**config.mk**
```make
export PLATFORM = sky130hd
export DESIGN_NAME = operation_mode_controller
export DESIGN_NICKNAME = d
export VERILOG_FILES = /design/src/design/opmode_pkg.sv /design/src/design/sync2.sv /design/src/design/mode_latency_timer.sv /design/src/design/operation_mode_controller.sv
export SDC_FILE = /design/constraint.sdc
export NUM_CORES = 1
export LEC_CHECK = 0
export BUFFER_PORTS_ARGS = -buffer_cell sky130_fd_sc_hd__buf_2
export CAP_MARGIN = 40
export CELL_PAD_IN_SITES_DETAIL_PLACEMENT = 1
export CELL_PAD_IN_SITES_GLOBAL_PLACEMENT = 1
export CORE_ASPECT_RATIO = 0.6
export CORE_MARGIN = 2
export CORE_UTILIZATION = 37
export CTS_BUF_LIST = sky130_fd_sc_hd__clkbuf_16
export DETAILED_ROUTE_END_ITERATION = 8
export PLACE_DENSITY = 0.81
export RECOVER_POWER = 25
export SYNTH_ARGS = -nofsm -noshare
export SYNTH_HDL_FRONTEND = slang
export SYNTH_SLANG_ARGS = --single-unit
```
**constraint.sdc**
```tcl
create_clock -name core_clk -period 3 [get_ports core_clk]
set_clock_uncertainty 0.2 [all_clocks]
set_input_delay 0.15 -clock core_clk [delete_from_list [all_inputs] [get_ports core_clk]]
set_output_delay 0.15 -clock core_clk [all_outputs]
set_load 0.01 [all_outputs]
```
**src/design/opmode_pkg.sv**
```systemverilog
package opmode_pkg;

  localparam int NCH = 4;
  localparam int NIN = 2;
  localparam int ADDR_W = 8;
  localparam int DATA_W = 32;

  // register byte offsets
  localparam logic [ADDR_W-1:0] OFF_OUT = 8'h00;
  localparam logic [ADDR_W-1:0] OFF_HWCR = 8'h04;
  localparam logic [ADDR_W-1:0] OFF_MAP0 = 8'h08;
  localparam logic [ADDR_W-1:0] OFF_MAP1 = 8'h0C;
  localparam logic [ADDR_W-1:0] OFF_STAT = 8'h10;
  localparam logic [ADDR_W-1:0] OFF_DIAG = 8'h14;
  localparam logic [ADDR_W-1:0] OFF_ERR = 8'h18;
  localparam logic [ADDR_W-1:0] OFF_OSM = 8'h1C;

  // field positions
  localparam int KEEP_ACTIVE_BIT_BIT = 0;
  localparam int SOFT_RESET_BIT_BIT = 1;
  localparam int STAT_MODE_LSB = 0;
  localparam int STAT_UV_BIT = 2;
  localparam int STAT_LOP_BIT = 3;
  localparam int STAT_TER_BIT = 4;

  // reset values, plus the limp home channel mask
  localparam logic [NCH-1:0] OUT_RST = 4'h0;
  localparam logic [NCH-1:0] MAP0_RST = 4'h4;
  localparam logic [NCH-1:0] MAP1_RST = 4'h8;
  localparam logic [NCH-1:0] OPEN_LOAD_OFF_TEST_BIT_RST = 4'h0;
  localparam logic [NCH-1:0] ERR_RST = 4'h0;
  localparam logic [NCH-1:0] LIMP_CH_MASK = 4'hC;

  // mode codes as software sees them
  localparam logic [1:0] MS_IDLE = 2'h0;
  localparam logic [1:0] MS_LIMP = 2'h1;
  localparam logic [1:0] MS_ACTIVE = 2'h2;
  localparam logic [1:0] MS_SLEEP = 2'h3;

  // mode transition latency
  localparam int CLK_MHZ = 25;
  localparam int MODE_LAT_NS = 2000;
  localparam int MODE_LAT_CYC = (MODE_LAT_NS * CLK_MHZ + 999) / 1000;

  typedef enum logic [1:0] {
    ST_SLEEP = 2'h0,
    ST_IDLE = 2'h1,
    ST_ACTIVE = 2'h3,
    ST_LIMP = 2'h2
  } mode_e;

  typedef struct packed {
    logic wake;
    logic [NIN-1:0] din;
    logic [NCH-1:0] fault;
    logic [NCH-1:0] osm;
  } pins_s;

  typedef struct packed {
    logic vs_uv;
    logic vs_op_ok;
    logic vdd_ok;
    logic vdd_lop;
  } supply_s;

  typedef struct packed {
    mode_e mode;
    logic [NCH-1:0] chan_on;
    logic keep_act;
    logic [NCH-1:0] map0;
    logic [NCH-1:0] map1;
    logic [NCH-1:0] open_load_off_test_bit;
    logic [NCH-1:0] err;
    logic [NCH-1:0] out;
    logic uv_f;
    logic lop_f;
    logic ter_f;
    logic ter_first;
    logic [DATA_W-1:0] rdata;
    logic slverr;
    logic pwr_on;
  } ctl_s;

endpackage

```
**src/design/sync2.sv**
```systemverilog
`timescale 1ns/100ps
`default_nettype none
module sync2 #(
  parameter int W = 1
) (
  input wire logic core_clk,
  input wire logic rst_n,
  input wire logic [W-1:0] async_in,
  output logic [W-1:0] sync_out
);
  logic [W-1:0] meta_q;
  logic [W-1:0] sync_q;

  // first stage feeds only the second stage
  always_ff @(posedge core_clk or negedge rst_n) begin
    if (!rst_n) begin
      meta_q <= '0;
      sync_q <= '0;
    end else begin
      meta_q <= async_in;
      sync_q <= meta_q;
    end
  end

  assign sync_out = sync_q;
endmodule
`default_nettype wire

```
**src/design/mode_latency_timer.sv**
```systemverilog
`timescale 1ns/100ps
`default_nettype none
module mode_latency_timer #(
  parameter int CYC = 50,
  parameter int CW = 16
) (
  input wire logic core_clk,
  input wire logic rst_n,
  input wire logic run,
  output logic done
);
  logic [CW-1:0] cnt_q;
  logic [CW-1:0] cnt_d;
  localparam logic [CW-1:0] LAST = CW'(CYC - 1);

  // dropping run restarts the wait, so a withdrawn request costs nothing
  always_comb begin
    cnt_d = cnt_q;
    if (!run) begin
      cnt_d = '0;
    end else if (cnt_q != LAST) begin
      cnt_d = cnt_q + CW'(1);
    end
  end

  always_ff @(posedge core_clk or negedge rst_n) begin
    if (!rst_n) begin
      cnt_q <= '0;
    end else begin
      cnt_q <= cnt_d;
    end
  end

  assign done = run && (cnt_q == LAST);
endmodule
`default_nettype wire

```
**src/design/operation_mode_controller.sv**
```systemverilog
// Summary of operation
// RL1: sleep keeps all channels off and all registers at reset values
// RL2: idle keeps channels off and runs no diagnosis
// RL3: idle with digital supply present keeps registers working and accepts access
// RL4: idle never clears the latched channel error bits
// RL5: wake high plus any input or channel-on bit enters active
// RL6: keep-active clear: active drops to idle once inputs and on bits are zero
// RL7: keep-active set: active holds regardless of inputs and on bits
// RL8: digital undervoltage moves active to idle when all inputs are low
// RL9: a high input enters active even when both input maps are zero
// RL10: wake low with any input high enters limp home, driving its channel
// RL11: limp home answers reads but ignores every write
// RL12: limp home reports analog-undervoltage and digital-low-power flags as one
// RL13: limp home shows mode code 01 and forces open-load-off bits to zero
// RL14: first access after entering limp home reads transmission error as one
// RL15: limp home keeps error bits and output monitor bits working
// RL16: all other registers stay at defaults and refuse writes in limp home
// RL17: limp home drives only channels 2 and 3 from inputs
// RL18: host avoids accesses while moving between active and limp home
// RL19: power-on needs a supply over threshold and wake or an input high
// RL20: turn-on from sleep or idle waits the mode latency first
// RL21: undervoltage, low wake or soft reset restore defaults; errors kept
// RL22: mode evaluated synchronously, updated once per clock cycle
`timescale 1ns/100ps
`default_nettype none
module operation_mode_controller #(
  parameter int LAT_CYC = opmode_pkg::MODE_LAT_CYC
) (
  input wire logic core_clk,
  input wire logic reset_n,
  input wire opmode_pkg::pins_s pins,
  input wire opmode_pkg::supply_s supply,
  input wire logic psel,
  input wire logic penable,
  input wire logic pwrite,
  input wire logic [opmode_pkg::ADDR_W-1:0] paddr,
  input wire logic [opmode_pkg::DATA_W-1:0] pwdata,
  output logic [opmode_pkg::DATA_W-1:0] prdata,
  output logic pready,
  output logic pslverr,
  output logic [opmode_pkg::NCH-1:0] channel_out,
  output logic [opmode_pkg::NCH-1:0] open_load_test,
  output opmode_pkg::mode_e op_mode,
  output logic power_on
);
  import opmode_pkg::*;

  logic rst_meta_q;
  logic rst_n;
  pins_s pin_s;
  supply_s sup_s;
  ctl_s q;
  ctl_s d;
  logic any_in;
  logic pwr_cond;
  logic lat_run;
  logic lat_done;
  mode_e target;
  logic setup;
  logic access;
  logic comm_ok;
  logic wr_ok;
  logic soft_rst;
  logic regs_clr;
  logic stat_rd;
  logic mapped;

  // route each input to the channels its map selects
  function automatic logic [NCH-1:0] map_inputs(
    input logic [NIN-1:0] din,
    input logic [NCH-1:0] m0,
    input logic [NCH-1:0] m1
  );
    map_inputs = ({NCH{din[0]}} & m0) | ({NCH{din[1]}} & m1);
  endfunction

  function automatic logic addr_mapped(input logic [ADDR_W-1:0] a);
    addr_mapped = (a == OFF_OUT) || (a == OFF_HWCR) || (a == OFF_MAP0) ||
                  (a == OFF_MAP1) || (a == OFF_STAT) || (a == OFF_DIAG) ||
                  (a == OFF_ERR) || (a == OFF_OSM);
  endfunction

  // reset released through two flops
  always_ff @(posedge core_clk or negedge reset_n) begin
    if (!reset_n) begin
      rst_meta_q <= 1'b0;
      rst_n <= 1'b0;
    end else begin
      rst_meta_q <= 1'b1;
      rst_n <= rst_meta_q;
    end
  end

  sync2 #(
    .W($bits(pins_s))
  ) u_pin_sync (
    .core_clk(core_clk),
    .rst_n(rst_n),
    .async_in(pins),
    .sync_out(pin_s)
  );

  sync2 #(
    .W($bits(supply_s))
  ) u_sup_sync (
    .core_clk(core_clk),
    .rst_n(rst_n),
    .async_in(supply),
    .sync_out(sup_s)
  );

  mode_latency_timer #(
    .CYC(LAT_CYC)
  ) u_lat (
    .core_clk(core_clk),
    .rst_n(rst_n),
    .run(lat_run),
    .done(lat_done)
  );

  assign any_in = |pin_s.din;
  // either supply over its operating threshold, plus wake or an input
  assign pwr_cond = (sup_s.vs_op_ok || (sup_s.vdd_ok && !sup_s.vdd_lop)) &&
                    (pin_s.wake || any_in); // RL19

  // mode the pins and bits currently ask for
  always_comb begin
    target = ST_SLEEP;
    if (!pwr_cond) begin
      target = ST_SLEEP;
    end else if (!pin_s.wake) begin
      target = any_in ? ST_LIMP : ST_SLEEP; // RL10
    end else if (any_in) begin
      target = ST_ACTIVE; // RL5 RL9
    end else if (!sup_s.vdd_ok) begin
      target = ST_IDLE; // RL8
    end else if (|q.chan_on) begin
      target = ST_ACTIVE; // RL5
    end else if (q.mode == ST_ACTIVE && q.keep_act) begin
      target = ST_ACTIVE; // RL7
    end else begin
      target = ST_IDLE; // RL6
    end
  end

  // leaving sleep or idle for a driving mode costs the wake-up latency
  assign lat_run = (q.mode == ST_SLEEP || q.mode == ST_IDLE) &&
                   (target == ST_ACTIVE || target == ST_LIMP); // RL20

  assign setup = psel && !penable;
  assign access = psel && penable;
  assign comm_ok = sup_s.vdd_ok && (q.mode != ST_SLEEP); // RL3
  assign wr_ok = comm_ok && (q.mode != ST_LIMP); // RL11 RL16
  assign soft_rst = access && pwrite && wr_ok && (paddr == OFF_HWCR) &&
                    pwdata[SOFT_RESET_BIT_BIT];
  assign stat_rd = access && !pwrite && comm_ok && (paddr == OFF_STAT);
  assign mapped = addr_mapped(paddr);
  // limp home implies wake low, so this also holds limp registers at default
  assign regs_clr = (q.mode == ST_SLEEP) || !sup_s.vdd_ok || !pin_s.wake ||
                    soft_rst; // RL1 RL16 RL21

  always_comb begin
    d = q;
    d.pwr_on = pwr_cond; // RL19

    // mode update, one step per clock
    if (target != q.mode) begin // RL22
      if (!lat_run || lat_done) begin
        d.mode = target;
      end
    end

    // configuration writes
    if (access && pwrite && wr_ok) begin
      if (paddr == OFF_OUT) begin
        d.chan_on = pwdata[NCH-1:0];
      end else if (paddr == OFF_HWCR) begin
        d.keep_act = pwdata[KEEP_ACTIVE_BIT_BIT];
      end else if (paddr == OFF_MAP0) begin
        d.map0 = pwdata[NCH-1:0];
      end else if (paddr == OFF_MAP1) begin
        d.map1 = pwdata[NCH-1:0];
      end else if (paddr == OFF_DIAG) begin
        d.open_load_off_test_bit = pwdata[NCH-1:0];
      end
    end

    if (regs_clr) begin
      d.chan_on = OUT_RST;
      d.keep_act = 1'b0;
      d.map0 = MAP0_RST;
      d.map1 = MAP1_RST;
      d.open_load_off_test_bit = OPEN_LOAD_OFF_TEST_BIT_RST; // RL13
    end

    // channel errors: write one to clear, a new fault wins
    if (access && pwrite && wr_ok && paddr == OFF_ERR) begin
      d.err = q.err & ~pwdata[NCH-1:0];
    end
    if (q.mode == ST_ACTIVE || q.mode == ST_LIMP) begin
      d.err = d.err | pin_s.fault; // RL15 RL2
    end
    if (q.mode == ST_SLEEP) begin
      d.err = ERR_RST; // RL1
    end
    // idle and soft reset leave err untouched RL4 RL21

    // supply flags clear on a status read once the condition is gone
    if (stat_rd && !sup_s.vs_uv) begin
      d.uv_f = 1'b0;
    end
    if (stat_rd && !sup_s.vdd_lop) begin
      d.lop_f = 1'b0;
    end
    if (soft_rst || q.mode == ST_SLEEP) begin
      d.uv_f = 1'b0; // RL21
      d.lop_f = 1'b0;
    end
    if (q.mode != ST_SLEEP && sup_s.vs_uv) begin
      d.uv_f = 1'b1;
    end
    if (q.mode != ST_SLEEP && sup_s.vdd_lop) begin
      d.lop_f = 1'b1;
    end

    // transmission error: unmapped access sets, status read clears
    if (stat_rd) begin
      d.ter_f = 1'b0;
    end
    if (access && comm_ok && !mapped) begin
      d.ter_f = 1'b1;
    end
    if (access) begin
      d.ter_first = 1'b0;
    end
    if (d.mode == ST_LIMP && q.mode != ST_LIMP) begin
      d.ter_first = 1'b1; // RL14
    end
    if (q.mode == ST_SLEEP) begin
      d.ter_f = 1'b0;
    end

    // read data captured in setup, shown in the access cycle
    if (setup) begin
      d.rdata = '0;
      d.slverr = comm_ok && !mapped;
      if (!comm_ok || pwrite) begin
        d.rdata = '0;
      end else if (paddr == OFF_OUT) begin
        d.rdata[NCH-1:0] = q.chan_on;
      end else if (paddr == OFF_HWCR) begin
        d.rdata[KEEP_ACTIVE_BIT_BIT] = q.keep_act;
      end else if (paddr == OFF_MAP0) begin
        d.rdata[NCH-1:0] = q.map0;
      end else if (paddr == OFF_MAP1) begin
        d.rdata[NCH-1:0] = q.map1;
      end else if (paddr == OFF_STAT) begin
        if (q.mode == ST_LIMP) begin
          d.rdata[STAT_MODE_LSB +: 2] = MS_LIMP; // RL13
        end else if (q.mode == ST_ACTIVE) begin
          d.rdata[STAT_MODE_LSB +: 2] = MS_ACTIVE;
        end else begin
          d.rdata[STAT_MODE_LSB +: 2] = MS_IDLE;
        end
        d.rdata[STAT_UV_BIT] = q.uv_f || (q.mode == ST_LIMP); // RL12
        d.rdata[STAT_LOP_BIT] = q.lop_f || (q.mode == ST_LIMP); // RL12
        d.rdata[STAT_TER_BIT] = q.ter_f || q.ter_first; // RL14
      end else if (paddr == OFF_DIAG) begin
        d.rdata[NCH-1:0] = (q.mode == ST_LIMP) ? OPEN_LOAD_OFF_TEST_BIT_RST : q.open_load_off_test_bit; // RL13
      end else if (paddr == OFF_ERR) begin
        d.rdata[NCH-1:0] = q.err; // RL15
      end else if (paddr == OFF_OSM) begin
        d.rdata[NCH-1:0] = pin_s.osm; // RL15
      end
    end

    // channel drive
    if (q.mode == ST_ACTIVE) begin
      d.out = map_inputs(pin_s.din, q.map0, q.map1);
      if (sup_s.vdd_ok) begin
        d.out = d.out | q.chan_on;
      end
    end else if (q.mode == ST_LIMP) begin
      // limp uses the default maps, whatever was programmed before
      d.out = map_inputs(pin_s.din, MAP0_RST, MAP1_RST) & LIMP_CH_MASK; // RL17
    end else begin
      d.out = '0; // RL1 RL2
    end
  end

  always_ff @(posedge core_clk or negedge rst_n) begin
    if (!rst_n) begin
      q <= '{
        mode: ST_SLEEP,
        chan_on: OUT_RST,
        keep_act: 1'b0,
        map0: MAP0_RST,
        map1: MAP1_RST,
        open_load_off_test_bit: OPEN_LOAD_OFF_TEST_BIT_RST,
        err: ERR_RST,
        out: '0,
        uv_f: 1'b0,
        lop_f: 1'b0,
        ter_f: 1'b0,
        ter_first: 1'b0,
        rdata: '0,
        slverr: 1'b0,
        pwr_on: 1'b0
      };
    end else begin
      q <= d;
    end
  end

  // zero-wait slave: read data was fetched during setup
  assign pready = 1'b1;
  assign prdata = q.rdata;
  assign pslverr = q.slverr && access;
  assign channel_out = q.out;
  // open-load test only runs where diagnosis exists
  assign open_load_test = (q.mode == ST_ACTIVE) ? q.open_load_off_test_bit : OPEN_LOAD_OFF_TEST_BIT_RST; // RL2
  assign op_mode = q.mode;
  assign power_on = q.pwr_on;
endmodule
`default_nettype wire

```
# Word level (Yosys, flattened, before mapping)
# Index checks and enable logic that the tools add are counted.
[op_classes] eq_ne=22 muxes=56 reduce_logical=76 add_sub_neg=1 n_bitwise=8
[op_table] cell="two-way mux 4 bit" n=21
[op_table] cell="two-way mux 17 bit" n=2
[op_table] cell="== test 8 x 5 -> 1 bit (second input constant)" n=4
[op_table] cell="two-way mux 16 bit" n=2
[op_table] cell="logical AND 1 bit" n=26
[op_table] cell="two-way mux 2 bit" n=12
[op_table] cell="logical OR 1 bit" n=21
[op_table] cell="adder 16 x 1 -> 16 bit (second input constant)" n=1
[op_table] cell="== test 16 x 6 -> 1 bit (second input constant)" n=1
[op_table] cell="== test 8 x 4 -> 1 bit (second input constant)" n=2
[op_table] cell="inequality test 16 x 6 -> 1 bit (second input constant)" n=1
[op_table] cell="nonzero test 2 bit" n=8
[op_table] cell="two-way mux 1 bit" n=15
[op_table] cell="two-way mux 13 bit" n=1
[op_table] cell="bitwise AND 4 bit" n=3
[op_table] cell="two-way mux 12 bit" n=1
[op_table] cell="bitwise OR 4 bit" n=3
[op_table] cell="== test 2 bit (second input constant)" n=5
[op_table] cell="inequality test 2 bit (second input constant)" n=5
[op_table] cell="zero test 1 bit" n=9
[op_table] cell="nonzero test 3 bit" n=3
[op_table] cell="== test 8 x 3 -> 1 bit (second input constant)" n=1
[op_table] cell="zero test 8 bit" n=1
[op_table] cell="two-way mux 8 bit" n=1
[op_table] cell="14 further kinds" n=14
[word_totals] in_bits=60 word_cells=185 regBits=86

# Depth between registers and ports, before layout
[depth] word_depth=18 ltp_mapped=8 depth_no_buf=7

# Cells and area by module
# Synthesis repeated with hierarchy kept, for this count alone.
[unflattened] cells_unflattened=389 area_unflattened_um2=4155.2
[by_module_without_submodules] module="operation_mode_controller" instances=1 area_per_inst_um2=2497.4 cells_each=274
[by_module_without_submodules] module="mode_latency_timer" instances=1 area_per_inst_um2=907.1 cells_each=85
[by_module_without_submodules] module="sync2 (u_pin_sync)" instances=1 area_per_inst_um2=550.5 cells_each=22
[by_module_without_submodules] module="sync2 (u_sup_sync)" instances=1 area_per_inst_um2=200.2 cells_each=8

# Worst setup path after synthesis
# No wires, ideal clock.
[synth_timing] path_type="flip-flop to flip-flop" from="register u_sup_sync.sync_q[1] (netlist: u_sup_sync.sync_out[1])" to="register u_lat.cnt_q[10]" synth_period_minus_slack_ns=1.856 path_stages_with_launch=8 setup_slack_ns=1.144 arrival_time_ns=1.534 t_required_ns=2.679 path_cell_list="dfrtp_1 buf_4 nor2b_1 o21ai_1 o32a_1 clkbuf_1 buf_2 nor2_1"
[synth_between] elab_chain_len=8 elab_cells_between_ends=13 cone_classes="eq/ne (3); mux (5); reduce/logical (5)"
[synth_lines] item="start, declared" line="sync2.sv:12" rtl="logic [W-1:0] sync_q;"
[synth_lines] item="start signal, assigned" line="sync2.sv:21" rtl="sync_q <= meta_q;"
[synth_lines] item="two-way mux 2 bit or logical AND 1 bit (tied branches)" line="operation_mode_controller.sv:135, operation_mode_controller.sv:123"
[synth_lines] item="two-way mux 2 bit or logical OR 1 bit (tied branches)" line="operation_mode_controller.sv:133, operation_mode_controller.sv:123"
[synth_lines] item="two-way mux 2 bit or logical AND 1 bit (tied branches)" line="operation_mode_controller.sv:131, operation_mode_controller.sv:123"
[synth_lines] item="two-way mux 2 bit (*)" line="operation_mode_controller.sv:129" rtl="if (!pwr_cond) begin"
[synth_lines] item="== test 2 bit" line="operation_mode_controller.sv:148" rtl="(target == ST_ACTIVE || target == ST_LIMP);"
[synth_lines] item="logical OR 1 bit (*)" line="operation_mode_controller.sv:148"
[synth_lines] item="logical AND 1 bit (*)" line="operation_mode_controller.sv:147" rtl="assign lat_run = (q.mode == ST_SLEEP || q.mode == ST_IDLE) &&"
[synth_lines] item="inequality test 2 x 1 -> 1 bit (no line) or two-way mux 16 bit (tied branches)"
[synth_lines] item="end signal, assigned" line="mode_latency_timer.sv:30" rtl="cnt_q <= cnt_d;"
[synth_lines] item="end, declared" line="mode_latency_timer.sv:12" rtl="logic [CW-1:0] cnt_q;"
# Mark *: on every way between the ends. The rest lies on a longest branch, timed or not.
# A chain may end at the register's enable or synchronous reset.

# Final worst setup path
[layout_timing] from="register q (netlist bit op_mode[1])" to="register q (netlist bit prdata[2])"
[layout_between] elab_chain_len=9 elab_cells_between_ends=14 cone_classes="eq/ne (1); mux (8); reduce/logical (5)"
[layout_lines] item="start, declared" line="operation_mode_controller.sv:52" rtl="ctl_s q;"
[layout_lines] item="start signal, assigned" line="operation_mode_controller.sv:293" rtl="q <= '{"
[layout_lines] item="== test 2 bit" line="operation_mode_controller.sv:265, operation_mode_controller.sv:269"
[layout_lines] item="two-way mux 4 bit" line="operation_mode_controller.sv:269" rtl="d.rdata[NCH-1:0] = (q.mode == ST_LIMP) ? OPEN_LOAD_OFF_TEST_BIT_RST : q.open_load_off_test_bit;"
[layout_lines] item="two-way mux 4 bit" line="operation_mode_controller.sv:268" rtl="end else if (paddr == OFF_DIAG) begin"
[layout_lines] item="two-way mux 4 bit" line="operation_mode_controller.sv:257" rtl="end else if (paddr == OFF_STAT) begin"
[layout_lines] item="two-way mux 4 bit" line="operation_mode_controller.sv:255" rtl="end else if (paddr == OFF_MAP1) begin"
[layout_lines] item="two-way mux 4 bit" line="operation_mode_controller.sv:253" rtl="end else if (paddr == OFF_MAP0) begin"
[layout_lines] item="two-way mux 4 bit" line="operation_mode_controller.sv:251" rtl="end else if (paddr == OFF_HWCR) begin"
[layout_lines] item="two-way mux 4 bit" line="operation_mode_controller.sv:249" rtl="end else if (paddr == OFF_OUT) begin"
[layout_lines] item="two-way mux 5 bit (*)" line="operation_mode_controller.sv:247" rtl="if (!comm_ok || pwrite) begin"
# Marks and branches as above.

==> metrics.md <==
| Metric | Value |
|---|---|
| Synth cell types | 54 |
| Top cells by count, synth | dfrtp_1, buf_4, nor2_1, nand2_1, mux2i_1 |
| Critical path's top delay family | compound AO/OA/AOI/OAI gates |
| Final hold violation count | 0 |
| Pint | 2.00 mW |
| Setup Crit Path Kind | register to register |
| Largest net degree at the start of global routing | 60 |
| Outcome | completed |
| Worst hold stages | 5 |
| Clock power share | 45.3% |
| Clock Sinks | 86 |
| Die extent in y | 84.8 µm |
| Post-CTS sizing | 0 |
| Mapped Cells | 377 |
| TritonCTS Buffers | 9 |
| Logic gate share of total power | 7.9% |
| DR vias | 3038 |
| Flop2flop setup slack | 0.65 ns |
| Num rows | 29 |
| Net Sw Frac | 23.9% |
| RSZ-0062 raised after global routing | false |
| HP Start | paddr[5] |
| Detailed Place HPWL | 7.51 mm |
| Setup TNS Final | 0 ns |
| Pwr dens | 550 nW/µm² |
| Number of port buffers | 48 |
| Max Clock Freq | 0.425 GHz |
| CP Launch Type | register |
| H-tree levels | 3 |
| DRC viols | 0 |
| Drt via density | 5.20 |
| Final GP Congestion | 0.882 |
| Area grow syn2layout | 18.5% |
| Worst reg2reg path depth | 5 |
| Reg-to-reg endpoint | prdata[2]$_DFFE_PN0P_ |
| Async S/R FF share, synth | 100% |
| Average size of a mapped cell | 10.7 µm² |
| Most common cell in the netlist | dfrtp_1 |
| Yosys top cell area share | 52.2% |
| Warnings from Yosys | 0 |
| Initial Utilization | 38.0% |
| Iter 0 DRT Violations | 222 |
| Global-route usage over all layers | 19.5% |
| Global-route wire length before repair | 17.6 mm |
| Hold/Removal Path Class | input pin to register |
| Worst endpoint required time | 3.08 ns |
| WP buf/inv | 0 |
| Total wire length | 10.7 mm |
| Max Cap Viol | 0 |
| Mapped Area | 4020 µm² |
| Slowest CP cell | dfrtp_1 |
| Delay of the slowest critical-path stage | 0.72 ns |
| CTS tree | yes |
| Layout Nets | 502 |
| Cell taking the most area after synthesis | dfrtp_1 |
| Die W | 139 µm |
| Synth Flop Type | dfrtp_1 |
| FF+latch count, synth | 86 |
| Clk_lat worst skew | 0.35 ns |
| VDD IR-drop max | 299 µV |
| Min Tclk post-route | 2.35 ns |
| Hold-fix buffers at CTS | 24 |
| Reg clk slew, reported paths | 0.07 ns |
| Vias in the first global route | 3216 |
| Psw | 627 µW |
| Seq pwr share | 46.7% |
| Clock Tree Buf Depth | 2 |
| WL/cell | 18.3 µm |
| Post-route clock period utilization | 78.5% |
| Post-synth EDFFs | 0 |
| Tot Pwr | 2.62 mW |
| Router iterations before antenna repair | 4 |
| DRT antenna net count | 0 |
| Critical path capture point type | register |
| IO Pins | 105 |
| ANT cells | 0 |
| Crit-path max FO | 17 |
| Post-CTS Repair Setup Buffers | 0 |
| Setup-failing EPs final | 0 |
| Initial antenna violation count | 0 |
| Sequential area share after synthesis | 53.5% |
| Largest cells by area after synthesis | dfrtp_1, buf_4, mux2i_1 |
| Total grt overflow | 0 |
| Leakage | 2.20 nW |
| Max-slew violation count | 0 |
| Crit-path cells | o21ai_0, nor3_1, nand2_1, a221oi_1, a221o_1 |
| Root Buffer | clkbuf_16 |
| Fraction of layout cells with a size suffix above 1 | 19.8% |
| Worst slew margin | 22.2% |
| Arrival time at the worst endpoint | 2.44 ns |
| Slew @ Worst Pin | 1.17 ns |
| Core area | 10600 µm² |
| Worst hold path endpoint | q[62]$_DFFE_PN0P_ |
| RR Startpoint | op_mode[1]$_DFF_PN0_ |
| Die area | 11800 µm² |
==> cell usage in the layout (no fill, tap or decap), types with 3 or more instances in the layout <==
cell type	Yosys	routed
nor2b_1	4	4
nor4_1	3	3
nor2_2	10	10
nand2_1	35	35
xor2_1	9	9
a211o_1	3	3
conb_1	2	29
dfrtp_1	84	84
buf_4	41	4
nor2_1	37	37
nand4_1	4	4
nand2b_1	4	4
dlygate4sd3_1	0	24
mux2i_1	16	16
nand3_1	14	14
clkbuf_16	0	9
nor3_1	5	5
buf_2	2	48
o21ai_0	12	12
a222oi_1	3	3
xnor2_1	6	6
a32o_1	5	5
a21oi_1	15	15
inv_1	7	8
and3_1	8	8
==> layer usage <==
layer,share of wire [%],global-route usage (%),vias up
met5,0,0,-
met4,1.5,6.43,0
met3,8.2,5.65,16
met2,44,29.2,121
met1,46,27.5,1529
li1,-,-,1372
==> worst min-delay path, cell delays in order <==
cell	delay [ns]
buf_2	0.09
or4_4	0.13
nor4_4	0.07
nand3_1	0.08
a21oi_1	0.06
==> cell families after synthesis <==
family,Yosys count,share of synthesized area [%]
AOI/OAI and AO/OA,58,9.98
DFF,86,53.5
muxes,17,4.26
other,2,0.187
and+or+nand+nor,138,18.0
xor gates and xnor gates,15,3.27
buffers and inverters,59,10.2
adders and majority gates,2,0.622
==> worst max-delay path by stage <==
| stage | cells past startpoint | slack (ns) | startpoint | end |
|---|---|---|---|---|
| final | 5 | 0.65 | op_mode[1]$_DFF_PN0_ | prdata[2]$_DFFE_PN0P_ |
| after detailed placement | 6 | 0.69 | paddr[4] | q[50]$_DFFE_PN0P_ |
| after global placement | 6 | 0.74 | paddr[4] | q[52]$_DFFE_PN0P_ |
| after floorplan | 0 | 0.23 | rst_n$_DFF_PN0_ | channel_out[0]$_DFF_PN0_ |
| after CTS | 5 | 0.69 | op_mode[1]$_DFF_PN0_ | prdata[3]$_DFFE_PN0P_ |
| after global routing | 5 | 0.45 | op_mode[1]$_DFF_PN0_ | prdata[3]$_DFFE_PN0P_ |
==> final cells by class <==
cell class,count,area (µm²)
clock buffer,9,225
sequential,86,2150
clock inverter,7,90.1
inverter,7,26.3
timing repair buffer,77,538
fill,1218,5830
multi-input combinational,259,1560
tap,139,174
==> power groups by stage <==
stage	Clock, mW	Sequential, mW	Combinational [mW]
after floorplan	0	1.25	0.130
after global placement	0	1.26	0.154
after detailed placement	0	1.25	0.180
after CTS	1.21	1.23	0.205
after global routing	1.26	1.23	0.230
final	1.19	1.23	0.208
==> flip-flops by register name (all words and copies together), names as in the netlist <==
name,count
rst_n,1
u_lat.cnt_q,16
channel_out,4
op_mode,2
u_sup_sync.sync_out,4
u_pin_sync.sync_out,11
u_sup_sync.meta_q,4
q,26
rst_meta_q,1
prdata,5
u_pin_sync.meta_q,11
power_on,1
==> through the flow <==
| stage | cells | setup WS (ns) | instance area, µm² | utilization, % | hold slack, ns |
|---|---|---|---|---|---|
| floorplan | 404 | 0.231 | 4130 | - | -0.346 |
| global placement | 543 | 0.744 | 4190 | 39.5 | -0.264 |
| detailed placement | 544 | 0.689 | 4220 | 39.8 | -0.261 |
| CTS | 584 | 0.694 | 4770 | 45.1 | 0.0614 |
| global route | 584 | 0.449 | 4770 | 45.0 | 0.108 |
| finish | 584 | 0.645 | 4770 | 45.0 | 0.0811 |
Note: power is estimated with default switching activity, not from simulation.
